`src/core/fieldbus_pkg.sv`:
```
// shared constants, states and carriers of the fieldbus master state control
`default_nettype none
package fieldbus_pkg;
	// ---------------------------------------------------------------
	// clock and link timing
	// ---------------------------------------------------------------
	localparam int CLK_NS       = 10;     // 100 MHz system clock
	localparam int LINK_MBPS    = 100;    // full-duplex link rate
	localparam int BYTE_NS      = 8000 / LINK_MBPS; // one byte on the wire
	localparam int WORD_BYTES   = 4;      // one process word is four bytes
	// a process word may not leave faster than the wire can carry it
	localparam int WORD_CYC     = (WORD_BYTES * BYTE_NS + CLK_NS - 1) / CLK_NS;
	localparam int CYCLE_NS_DEF = 250000; // default control cycle, 250 us
	localparam int BLINK_BIT    = 27;     // time base bit for indicator flashing

	// ---------------------------------------------------------------
	// widths
	// ---------------------------------------------------------------
	localparam int DW       = 32;         // process word width
	localparam int TBL_AW   = 4;          // process data table index width
	localparam int TBL_DEPTH = 16;        // process data table entries
	localparam int HOST_AW  = 8;          // host word address width
	localparam logic [7:0] PACE_ZERO = 8'h00;

	// ---------------------------------------------------------------
	// types
	// ---------------------------------------------------------------
	// communications states, lowest first
	typedef enum logic [1:0] {ST_INIT, ST_PREOP, ST_SAFEOP, ST_OP} comm_state_t;
	// phases of one cyclic exchange
	typedef enum logic [2:0] {PD_IDLE, PD_MAP, PD_FETCH, PD_LOAD, PD_SEND, PD_RECV, PD_STORE} pd_phase_t;
	// one process data table entry
	typedef struct packed {
		logic               is_out;    // 1: host word goes out, 0: input comes in
		logic [HOST_AW-1:0] host_word; // host memory word mapped to this slot
	} map_entry_t;
	// one acyclic parameter request
	typedef struct packed {
		logic          write;          // 1: write, 0: read
		logic [15:0]   index;          // object dictionary index
		logic [7:0]    sub;            // sub-index
		logic [DW-1:0] data;           // write data
	} sdo_req_t;
endpackage
`default_nettype wire

```
`src/core/fieldbus_master_state_control.sv`:
```
// fieldbus master: communications state machine, cyclic and acyclic scheduling
// Contract
// RQ1: link is full duplex at 100 Mbps
// RQ2: cyclic process data exchanged every control cycle
// RQ3: acyclic transfers only between cyclic exchanges
// RQ4: init state allows no traffic at all
// RQ5: state machine starts in init state
// RQ6: init done goes pre-op, acyclic only
// RQ7: safe-op: acyclic allowed, cyclic inputs only
// RQ8: operational only after current inputs obtained
// RQ9: operational: acyclic and cyclic both active
// RQ10: state changes happen without host action
// RQ11: state shown in status field and indicators
// RQ12: local time base follows shared network time
// RQ13: remote i/o refreshes on each host refresh
// RQ14: table maps host memory onto cyclic objects
// RQ15: unsupported slave refuses configuration, no communications
// RQ16: advance in order; errors drop to output-blocking state
`default_nettype none
module fieldbus_master_state_control #(
	parameter int CYCLE_NS = fieldbus_pkg::CYCLE_NS_DEF // control cycle in ns
) (
	input  wire logic                                 clk_i,
	input  wire logic                                 rst_i,
	// link pins and link engine
	input  wire logic                                 link_up_i,     // phy link pin, asynchronous
	output logic                                      link_fdx_o,    // full duplex request
	output logic                                      link_100_o,    // 100 Mbps request
	input  wire logic                                 scan_done_i,   // slave scan finished
	input  wire logic                                 unsupported_i, // scan found unsupported slave
	input  wire logic                                 setup_done_i,  // network parameters written
	input  wire logic                                 link_err_i,    // frame or slave error pulse
	input  wire logic                                 time_load_i,   // shared time arrives
	input  wire logic [31:0]                          time_val_i,
	output logic                                      tx_valid_o,    // cyclic word out
	input  wire logic                                 tx_ready_i,
	output logic [fieldbus_pkg::DW-1:0]               tx_data_o,
	output logic                                      tx_outs_o,     // word carries valid outputs
	input  wire logic                                 rx_valid_i,    // cyclic input word
	input  wire logic [fieldbus_pkg::DW-1:0]          rx_data_i,
	output logic                                      sdo_link_valid_o,
	input  wire logic                                 sdo_link_ready_i,
	output var fieldbus_pkg::sdo_req_t                sdo_link_req_o,
	// host side
	input  wire logic                                 cfg_valid_i,   // configuration loaded
	input  wire logic                                 rio_mode_i,    // remote i/o mode
	input  wire logic                                 refresh_i,     // host i/o refresh pulse
	input  wire logic [fieldbus_pkg::TBL_AW:0]        tbl_len_i,     // entries in use
	input  wire logic                                 tbl_we_i,
	input  wire logic [fieldbus_pkg::TBL_AW-1:0]      tbl_addr_i,
	input  wire fieldbus_pkg::map_entry_t             tbl_wdata_i,
	output logic                                      host_rd_o,
	output logic                                      host_wr_o,
	output logic [fieldbus_pkg::HOST_AW-1:0]          host_addr_o,
	output logic [fieldbus_pkg::DW-1:0]               host_wdata_o,
	input  wire logic [fieldbus_pkg::DW-1:0]          host_rdata_i,  // valid cycle after host_rd_o
	input  wire logic                                 sdo_valid_i,
	output logic                                      sdo_ready_o,
	input  wire fieldbus_pkg::sdo_req_t               sdo_req_i,
	output var fieldbus_pkg::comm_state_t             state_o,       // status field
	output logic                                      refused_o,     // configuration refused
	output logic                                      led_run_o,
	output logic                                      led_err_o
);
	// ---------------------------------------------------------------
	// timing
	// ---------------------------------------------------------------
	localparam int unsigned CYCLE_CYC = CYCLE_NS / fieldbus_pkg::CLK_NS; // whole clocks per cycle

	// ---------------------------------------------------------------
	// declarations
	// ---------------------------------------------------------------
	logic                             up_meta_reg;   // first synchroniser stage
	logic                             up_reg;        // synchronised link state
	fieldbus_pkg::comm_state_t        st_reg, st_next;
	fieldbus_pkg::pd_phase_t          pd_reg, pd_next;
	logic [fieldbus_pkg::TBL_AW:0]    idx_reg, idx_next;     // table slot being walked
	logic [7:0]                       pace_reg, pace_next;   // wire pacing
	logic [fieldbus_pkg::DW-1:0]      word_reg, word_next;   // word in flight
	logic                             refused_next;
	logic                             err_reg, err_next;     // last drop came from error
	fieldbus_pkg::map_entry_t         entry;                 // table read data
	logic                             cyc_start;             // control cycle begins
	logic [31:0]                      now;                   // local time base
	logic                             pd_on;                 // cyclic exchange allowed
	logic                             gap;                   // no cyclic exchange running
	logic                             last;                  // current slot is the final one
	logic                             tx_fire, rx_fire;
	logic                             walk_done;             // cyclic exchange ended this clock
	logic                             overrun;               // cycle began before walk ended
	logic                             fault;                 // error pulse or overrun, reason to drop a state; link loss is handled apart

	// ---------------------------------------------------------------
	// helpers
	// ---------------------------------------------------------------
	// state one step below, never below pre-op on a cyclic error
	function automatic fieldbus_pkg::comm_state_t drop(input fieldbus_pkg::comm_state_t s);
		drop = (s == fieldbus_pkg::ST_OP) ? fieldbus_pkg::ST_SAFEOP : fieldbus_pkg::ST_PREOP;
	endfunction

	// ---------------------------------------------------------------
	// submodules
	// ---------------------------------------------------------------
	cycle_timer #(.CYCLE_CYC(CYCLE_CYC)) u_timer (
		.clk_i      (clk_i),
		.rst_i      (rst_i),
		.rio_mode_i (rio_mode_i),
		.refresh_i  (refresh_i),
		.time_load_i(time_load_i),
		.time_val_i (time_val_i),
		.start_o    (cyc_start),
		.time_o     (now)
	);

	// table lookup of the slot being walked [RQ14]
	// read address leads by one clock so the registered entry always matches idx_reg
	pdo_map_mem u_map (
		.clk_i  (clk_i),
		.we_i   (tbl_we_i),
		.waddr_i(tbl_addr_i),
		.wdata_i(tbl_wdata_i),
		.raddr_i(idx_next[fieldbus_pkg::TBL_AW-1:0]),
		.rdata_o(entry)
	);

	// ---------------------------------------------------------------
	// decoding
	// ---------------------------------------------------------------
	assign pd_on     = (st_reg == fieldbus_pkg::ST_SAFEOP) || (st_reg == fieldbus_pkg::ST_OP); // [RQ4] [RQ6]
	assign gap       = (pd_reg == fieldbus_pkg::PD_IDLE);
	assign last      = (idx_reg + 5'h01 >= tbl_len_i);
	assign tx_fire   = tx_valid_o && tx_ready_i;
	assign rx_fire   = (pd_reg == fieldbus_pkg::PD_RECV) && rx_valid_i;
	assign walk_done = last && (((pd_reg == fieldbus_pkg::PD_SEND) && tx_fire) || (pd_reg == fieldbus_pkg::PD_STORE));
	assign overrun   = cyc_start && !gap;
	assign fault     = link_err_i || overrun;

	// ---------------------------------------------------------------
	// link pin synchroniser
	// ---------------------------------------------------------------
	// two stages before anything looks at the link pin
	always_ff @(posedge clk_i) begin
		if (rst_i) begin
			up_meta_reg <= 1'b0;
			up_reg      <= 1'b0;
		end else begin
			up_meta_reg <= link_up_i;
			up_reg      <= up_meta_reg;
		end
	end

	// ---------------------------------------------------------------
	// communications state machine
	// ---------------------------------------------------------------
	// moves on link events alone, the host only supplies configuration [RQ10]
	always_comb begin
		st_next      = st_reg;
		refused_next = refused_o && cfg_valid_i; // cleared when host withdraws configuration
		err_next     = err_reg;
		case (st_reg)
			fieldbus_pkg::ST_INIT: begin
				if (up_reg && cfg_valid_i && scan_done_i && !refused_o) begin
					if (unsupported_i) begin
						refused_next = 1'b1;                 // [RQ15]
					end else begin
						st_next  = fieldbus_pkg::ST_PREOP;   // [RQ6] [RQ16]
						err_next = 1'b0;
					end
				end
			end
			fieldbus_pkg::ST_PREOP: begin
				if (setup_done_i) begin
					st_next = fieldbus_pkg::ST_SAFEOP;       // [RQ16]
				end
			end
			fieldbus_pkg::ST_SAFEOP: begin
				if (fault) begin
					st_next  = drop(st_reg);                 // [RQ16]
					err_next = 1'b1;
				end else if (walk_done) begin
					st_next  = fieldbus_pkg::ST_OP;          // inputs now in hand [RQ8]
					err_next = 1'b0;
				end
			end
			fieldbus_pkg::ST_OP: begin
				if (fault) begin
					st_next  = drop(st_reg);                 // outputs blocked again [RQ16]
					err_next = 1'b1;
				end
			end
			default: begin
				st_next = fieldbus_pkg::ST_INIT;
			end
		endcase
		// losing the link always restarts from init
		if (!up_reg) begin
			st_next = fieldbus_pkg::ST_INIT;
		end
	end

	// state registers, init right after reset [RQ5]
	always_ff @(posedge clk_i) begin
		if (rst_i) begin
			st_reg    <= fieldbus_pkg::ST_INIT;              // [RQ5]
			refused_o <= 1'b0;
			err_reg   <= 1'b0;
		end else begin
			st_reg    <= st_next;
			refused_o <= refused_next;
			err_reg   <= err_next;
		end
	end

	// ---------------------------------------------------------------
	// cyclic exchange walker
	// ---------------------------------------------------------------
	// one pass over the table per control cycle [RQ2] [RQ14]
	always_comb begin
		pd_next   = pd_reg;
		idx_next  = idx_reg;
		word_next = word_reg;
		pace_next = (pace_reg == fieldbus_pkg::PACE_ZERO) ? pace_reg : pace_reg - 8'h01;
		case (pd_reg)
			fieldbus_pkg::PD_IDLE: begin
				idx_next = '0;
				if (cyc_start && pd_on && (tbl_len_i != '0)) begin
					pd_next = fieldbus_pkg::PD_MAP;          // [RQ2]
				end
			end
			fieldbus_pkg::PD_MAP: begin
				pd_next = entry.is_out ? fieldbus_pkg::PD_FETCH : fieldbus_pkg::PD_RECV;
			end
			fieldbus_pkg::PD_FETCH: begin
				pd_next = fieldbus_pkg::PD_LOAD;
			end
			fieldbus_pkg::PD_LOAD: begin
				// safe-op sends cleared words so no slave applies outputs [RQ7]
				word_next = (st_reg == fieldbus_pkg::ST_OP) ? host_rdata_i : '0; // [RQ7] [RQ9]
				pd_next   = fieldbus_pkg::PD_SEND;
			end
			fieldbus_pkg::PD_SEND: begin
				if (tx_fire) begin
					pace_next = 8'(fieldbus_pkg::WORD_CYC);  // [RQ1]
					idx_next  = idx_reg + 5'h01;
					pd_next   = last ? fieldbus_pkg::PD_IDLE : fieldbus_pkg::PD_MAP;
				end
			end
			fieldbus_pkg::PD_RECV: begin
				if (rx_fire) begin
					word_next = rx_data_i;
					pd_next   = fieldbus_pkg::PD_STORE;
				end
			end
			fieldbus_pkg::PD_STORE: begin
				idx_next = idx_reg + 5'h01;
				pd_next  = last ? fieldbus_pkg::PD_IDLE : fieldbus_pkg::PD_MAP;
			end
			default: begin
				pd_next = fieldbus_pkg::PD_IDLE;
			end
		endcase
		// leaving the cyclic states aborts the pass at once [RQ4]
		if (!pd_on || fault) begin
			pd_next = fieldbus_pkg::PD_IDLE;
		end
	end

	// walker registers
	always_ff @(posedge clk_i) begin
		if (rst_i) begin
			pd_reg   <= fieldbus_pkg::PD_IDLE;
			idx_reg  <= '0;
			pace_reg <= fieldbus_pkg::PACE_ZERO;
			word_reg <= '0;
		end else begin
			pd_reg   <= pd_next;
			idx_reg  <= idx_next;
			pace_reg <= pace_next;
			word_reg <= word_next;
		end
	end

	// ---------------------------------------------------------------
	// outputs
	// ---------------------------------------------------------------
	assign link_fdx_o   = 1'b1;                                                // [RQ1]
	assign link_100_o   = 1'b1;                                                // [RQ1]
	assign tx_valid_o   = (pd_reg == fieldbus_pkg::PD_SEND) && (pace_reg == fieldbus_pkg::PACE_ZERO) && pd_on;
	assign tx_data_o    = word_reg;
	assign tx_outs_o    = tx_valid_o && (st_reg == fieldbus_pkg::ST_OP);        // [RQ7] [RQ9]
	assign host_rd_o    = (pd_reg == fieldbus_pkg::PD_FETCH);                   // [RQ13] [RQ14]
	assign host_wr_o    = (pd_reg == fieldbus_pkg::PD_STORE);                   // [RQ13] [RQ14]
	assign host_addr_o  = entry.host_word;                                      // [RQ14]
	assign host_wdata_o = word_reg;
	// acyclic traffic only in the gap and never in init [RQ3] [RQ4]
	assign sdo_link_valid_o = sdo_valid_i && gap && (st_reg != fieldbus_pkg::ST_INIT); // [RQ3] [RQ4]
	assign sdo_ready_o      = sdo_link_ready_i && gap && (st_reg != fieldbus_pkg::ST_INIT);
	assign sdo_link_req_o   = sdo_req_i;
	// status field and front indicators: off, flashing, steady [RQ11]
	assign state_o   = st_reg;                                                  // [RQ11]
	assign led_run_o = (st_reg == fieldbus_pkg::ST_OP) ||
	                   ((st_reg != fieldbus_pkg::ST_INIT) && now[fieldbus_pkg::BLINK_BIT]); // [RQ11]
	assign led_err_o = refused_o || err_reg;
endmodule
`default_nettype wire

```
`src/core/pdo_map_mem.sv`:
```
// process data table memory: one write port, registered read
`default_nettype none
module pdo_map_mem (
	input  wire logic                               clk_i,
	input  wire logic                               we_i,
	input  wire logic [fieldbus_pkg::TBL_AW-1:0]    waddr_i,
	input  wire fieldbus_pkg::map_entry_t           wdata_i,
	input  wire logic [fieldbus_pkg::TBL_AW-1:0]    raddr_i,
	output var fieldbus_pkg::map_entry_t            rdata_o
);
	// ---------------------------------------------------------------
	// storage
	// ---------------------------------------------------------------
	fieldbus_pkg::map_entry_t mem [fieldbus_pkg::TBL_DEPTH]; // table body

	// write and registered read; content needs no reset, host loads it
	always_ff @(posedge clk_i) begin
		if (we_i) begin
			mem[waddr_i] <= wdata_i;
		end
		rdata_o <= mem[raddr_i];
	end
endmodule
`default_nettype wire

```
`src/core/cycle_timer.sv`:
```
// control cycle generator and local distributed time base
`default_nettype none
module cycle_timer #(
	parameter int unsigned CYCLE_CYC = 25000 // clocks per control cycle
) (
	input  wire logic                      clk_i,
	input  wire logic                      rst_i,
	input  wire logic                      rio_mode_i,  // cycle follows host refresh
	input  wire logic                      refresh_i,   // host refresh pulse
	input  wire logic                      time_load_i, // shared time arrives
	input  wire logic [31:0]               time_val_i,  // shared time in ns
	output logic                           start_o,     // one-cycle cycle start
	output logic [31:0]                    time_o       // local time in ns
);
	// ---------------------------------------------------------------
	// counters
	// ---------------------------------------------------------------
	logic [31:0] cnt_reg;   // clocks into the current cycle
	logic [31:0] cnt_next;
	logic        wrap;      // last clock of the cycle
	logic [31:0] time_next;

	assign wrap      = (cnt_reg == 32'(CYCLE_CYC - 1));
	assign cnt_next  = wrap ? 32'h0000_0000 : cnt_reg + 32'h0000_0001;
	// the time base is overwritten by the shared value so all nodes agree [RQ12]
	assign time_next = time_load_i ? time_val_i : time_o + 32'(fieldbus_pkg::CLK_NS); // [RQ12]

	// cycle counter and time base
	always_ff @(posedge clk_i) begin
		if (rst_i) begin
			cnt_reg <= 32'h0000_0000;
			time_o  <= 32'h0000_0000;
			start_o <= 1'b0;
		end else begin
			cnt_reg <= cnt_next;
			time_o  <= time_next;
			// remote i/o mode ties each exchange to a host refresh [RQ13]
			start_o <= rio_mode_i ? refresh_i : wrap; // [RQ2] [RQ13]
		end
	end
endmodule
`default_nettype wire

```
`config.mk`:
```
export PLATFORM = sky130hd
export DESIGN_NAME = fieldbus_master_state_control
export DESIGN_NICKNAME = d
export VERILOG_FILES = /design/src/core/fieldbus_pkg.sv /design/src/core/fieldbus_master_state_control.sv /design/src/core/pdo_map_mem.sv /design/src/core/cycle_timer.sv
export SDC_FILE = /design/constraint.sdc
export NUM_CORES = 1
export LEC_CHECK = 0
export ABC_CLOCK_PERIOD_IN_PS = 3400
export BUFFER_PORTS_ARGS = -buffer_cell sky130_fd_sc_hd__buf_2
export CORE_MARGIN = 2
export CORE_UTILIZATION = 55
export CTS_BUF_LIST = sky130_fd_sc_hd__clkbuf_4 sky130_fd_sc_hd__clkbuf_8
export DETAILED_ROUTE_END_ITERATION = 8
export GPL_TIMING_DRIVEN = 0
export PLACE_DENSITY = 0.83
export SETUP_SLACK_MARGIN = 0.15
export SYNTH_ARGS = -nofsm -noshare
export SYNTH_HDL_FRONTEND = slang
export SYNTH_SLANG_ARGS = --single-unit
```
`constraint.sdc`:
```
create_clock -name clk_i -period 3.4 [get_ports clk_i]
set_input_delay 0.34 -clock clk_i [delete_from_list [all_inputs] [get_ports clk_i]]
set_output_delay 0.34 -clock clk_i [all_outputs]
set_load 0.01 [all_outputs]
```
==> flow_summary.toml <==
[cells_and_area]
final_core_util_pct = 68.38
fin_nets = 1661
syn_to_final_growth_pct = 21.57
largest_register_ffs = 144
layout.cells.non_filler = 1782
fill_cells = 1668
drive_gt1_share_pct = 31.27

[place]
gp_congestion = 0.9516
hpwl_mm = 23.83
dpl.cell_count = 1694
io_buffers = 262

[logic_synthesis]
synth_cell_types = 63
avgSynthCellArea_um2 = 10.73
ys_seq_elements = 267
ys.warnings.count = 0
synthArstFlopShare_pct = 0
ys_seq_area_share_pct = 54.95
syn_area_um2 = 12350
synthFlopType = "edfxtp_1"
yosys.area.top_type = "edfxtp_1"
synth.most_common_cell = "nor2_1"
yosys-top-cells-area = "edfxtp_1, dfxtp_1, mux2i_1"
synth-edff-count = 144
synth_common_cells = "nor2_1, edfxtp_1, dfxtp_1"
synth_top_area_share_pct = 35.01
synthCells = 1151

[clocking]
htree_levels = 2
clk_transition_reported_paths_ns = 0.06
cts_tree = "done"
clk_path_buf_depth = 3
cts_root_buf = "clkbuf_8"
clk_latency_ns = 0.58
clock-sinks = 267
post_cts_buffers = 0
cts_made_buffers = 44

[route]
wire_per_inst_um = 18.35
drt-vias-per-instance = 5.580
antenna_left = 0
remaining_drc_errors = 0
drt-pass1-iter-count = 6
via_count = 9944
drt_wl_total_mm = 32.69
drtIter0Drc = 887

[power]
leakage_uw = 0.005860
vdd_drop_max_mv = 0.4051
powerDensity_nw_per_um2 = 467.7

[timing]
tightestPinTransition_ns = 1.180
slew_viol_final = 0
hold_viol = 0
fmax_mhz = 320.1
rsz0062_at_grt = "false"
timing.setup.tns_ns = 0
fin_skew_ns = 0.04267
final.period_utilization_pct = 91.87
holdWs_ns = 0.02422
period_minus_slack_ns = 3.124
setup_viol = 0
slew_headroom_pct = 20.75

[die]
die_x_um = 153.9
ioPinCount = 329
initial_core_util_pct = 56.25
die-area_um2 = 23670
die_height_um = 153.9
placementRows = 54
core_area_um2 = 21960

[global_route]
grt.total_usage_pct = 27.03
grt_max_degree = 17
grt_pass1_vias = 9509
grt_overflow = 0
grt_pass1_wl_mm = 50.47
antenna_found_initial = 2

[setup_path]
critPathSlowestCell = "or4b_4"
crit_type = "flip-flop to flip-flop"
startpoint_type = "flip-flop"
cp.required_ns = 3.80
max_stage_delay_ns = 0.51
arrival_ns = 3.52
crit_path_cell_trace = "inv_1 -> ha_1 -> or4b_4 -> o311ai_1 -> o311ai_2 -> buf_6 -> buf_6 -> mux2i_1 -> mux2i_1 -> a22oi_1 -> o221ai_1"
end_kind = "flip-flop"
crit_path_max_fanout = 10

[status]
status = "finished clean"

[min_path]
hold_path.class = "primary input to flip-flop"

[job]
cap_viol_max_count = 0
-- area by class of cell --
| type | instances | area (um2) | area share (%) |
|---|---|---|---|
| Tap cell | 280 | 350.3 | 2.333 |
| Clock buffer | 62 | 765.7 | 5.100 |
| Sequential cell | 267 | 6787 | 45.20 |
| Antenna cell | 2 | 5.005 | 0.03333 |
| Inverter | 15 | 56.30 | 0.3750 |
| Multi-Input combinational cell | 713 | 4523 | 30.13 |
| Timing Repair Buffer | 267 | 1361 | 9.067 |
| Buffer | 157 | 1022 | 6.808 |
| Clock inverter | 19 | 143.9 | 0.9583 |
-- layout by cell type, fill, tap and decap left out, types with 16 or more instances in the layout --
cell	netlist	final
mux2i_1	81	81
clkbuf_8	0	48
buf_4	103	103
nand2_1	73	73
clkbuf_1	43	43
a311oi_1	33	33
o21ai_0	16	16
a21oi_1	56	56
xor2_1	28	28
nand3_1	59	59
edfxtp_1	144	144
xnor2_1	28	28
buf_2	1	263
dfxtp_1	123	123
nor2_1	167	167
-- routing by layer --
| metal | global-route usage, % | part of all wire, % | up-vias |
|---|---|---|---|
| li1 | - | - | 4667 |
| met1 | 35.07 | 40 | 4699 |
| met2 | 44.59 | 48 | 491 |
| met3 | 4.904 | 7.8 | 87 |
| met4 | 12.11 | 4.0 | 0 |
| met5 | 0 | 0 | - |
-- final timing paths --
path | from | end | slack, ns | depth (start not counted)
max | pace_reg[0] | u_map.rdata_o[4] | 0.28 | 11
min | time_val_i[21] | u_timer.time_o[21] | 0.02 | 3
max reg2reg | pace_reg[0] | u_map.rdata_o[4] | 0.28 | 11
min reg2reg | up_meta_reg | up_reg | 0.43 | 1
-- power by group --
part	internal (uW)	total [uW]	leakage, uW	switching (uW)
clock	1560	2860	0.000489	1300
sequential	3490	3560	0.00230	67.4
combinational	280	607	0.00307	328
-- logic make-up (layout without fill, tap and decap cells) --
| logic type | after synthesis | in the layout | synth area share (%) |
|---|---|---|---|
| fa+ha+maj | 10 | 10 | 0.9928 |
| mux | 99 | 99 | 8.206 |
| xor+xnor | 56 | 56 | 3.971 |
| buf+inv | 172 | 520 | 8.732 |
| flops | 267 | 267 | 54.95 |
| other cells | 1 | 4 | 0.03036 |
| compound gates | 150 | 150 | 8.226 |
| simple gates | 396 | 396 | 14.89 |
-- what timing repair did --
item	CTS	global route
setup endpoints to repair	0	9
hold buffers	5	0
resized for setup	0	4
hold endpoints to repair	5	0
-- critical path: cells and delay by family, from the launching register on --
kind | cells | cell delay, ns
simple gates | 1 | 0.51
flops | 1 | 0.31
mux | 2 | 0.33
compound gates | 4 | 1.09
buf+inv | 3 | 0.47
fa+ha+maj | 1 | 0.25
-- metrics by stage --
stage	area [um2]	worst slack (ns)	total power, uW
after floorplan	12350	0.9102	3972
after global placement	14020	0.2536	4183
after detailed placement	14020	0.2493	4203
after CTS	14980	0.2053	7041
after global routing	15010	0.1422	7287
final	15010	0.2763	7023
(Power assumes the default switching activity.)
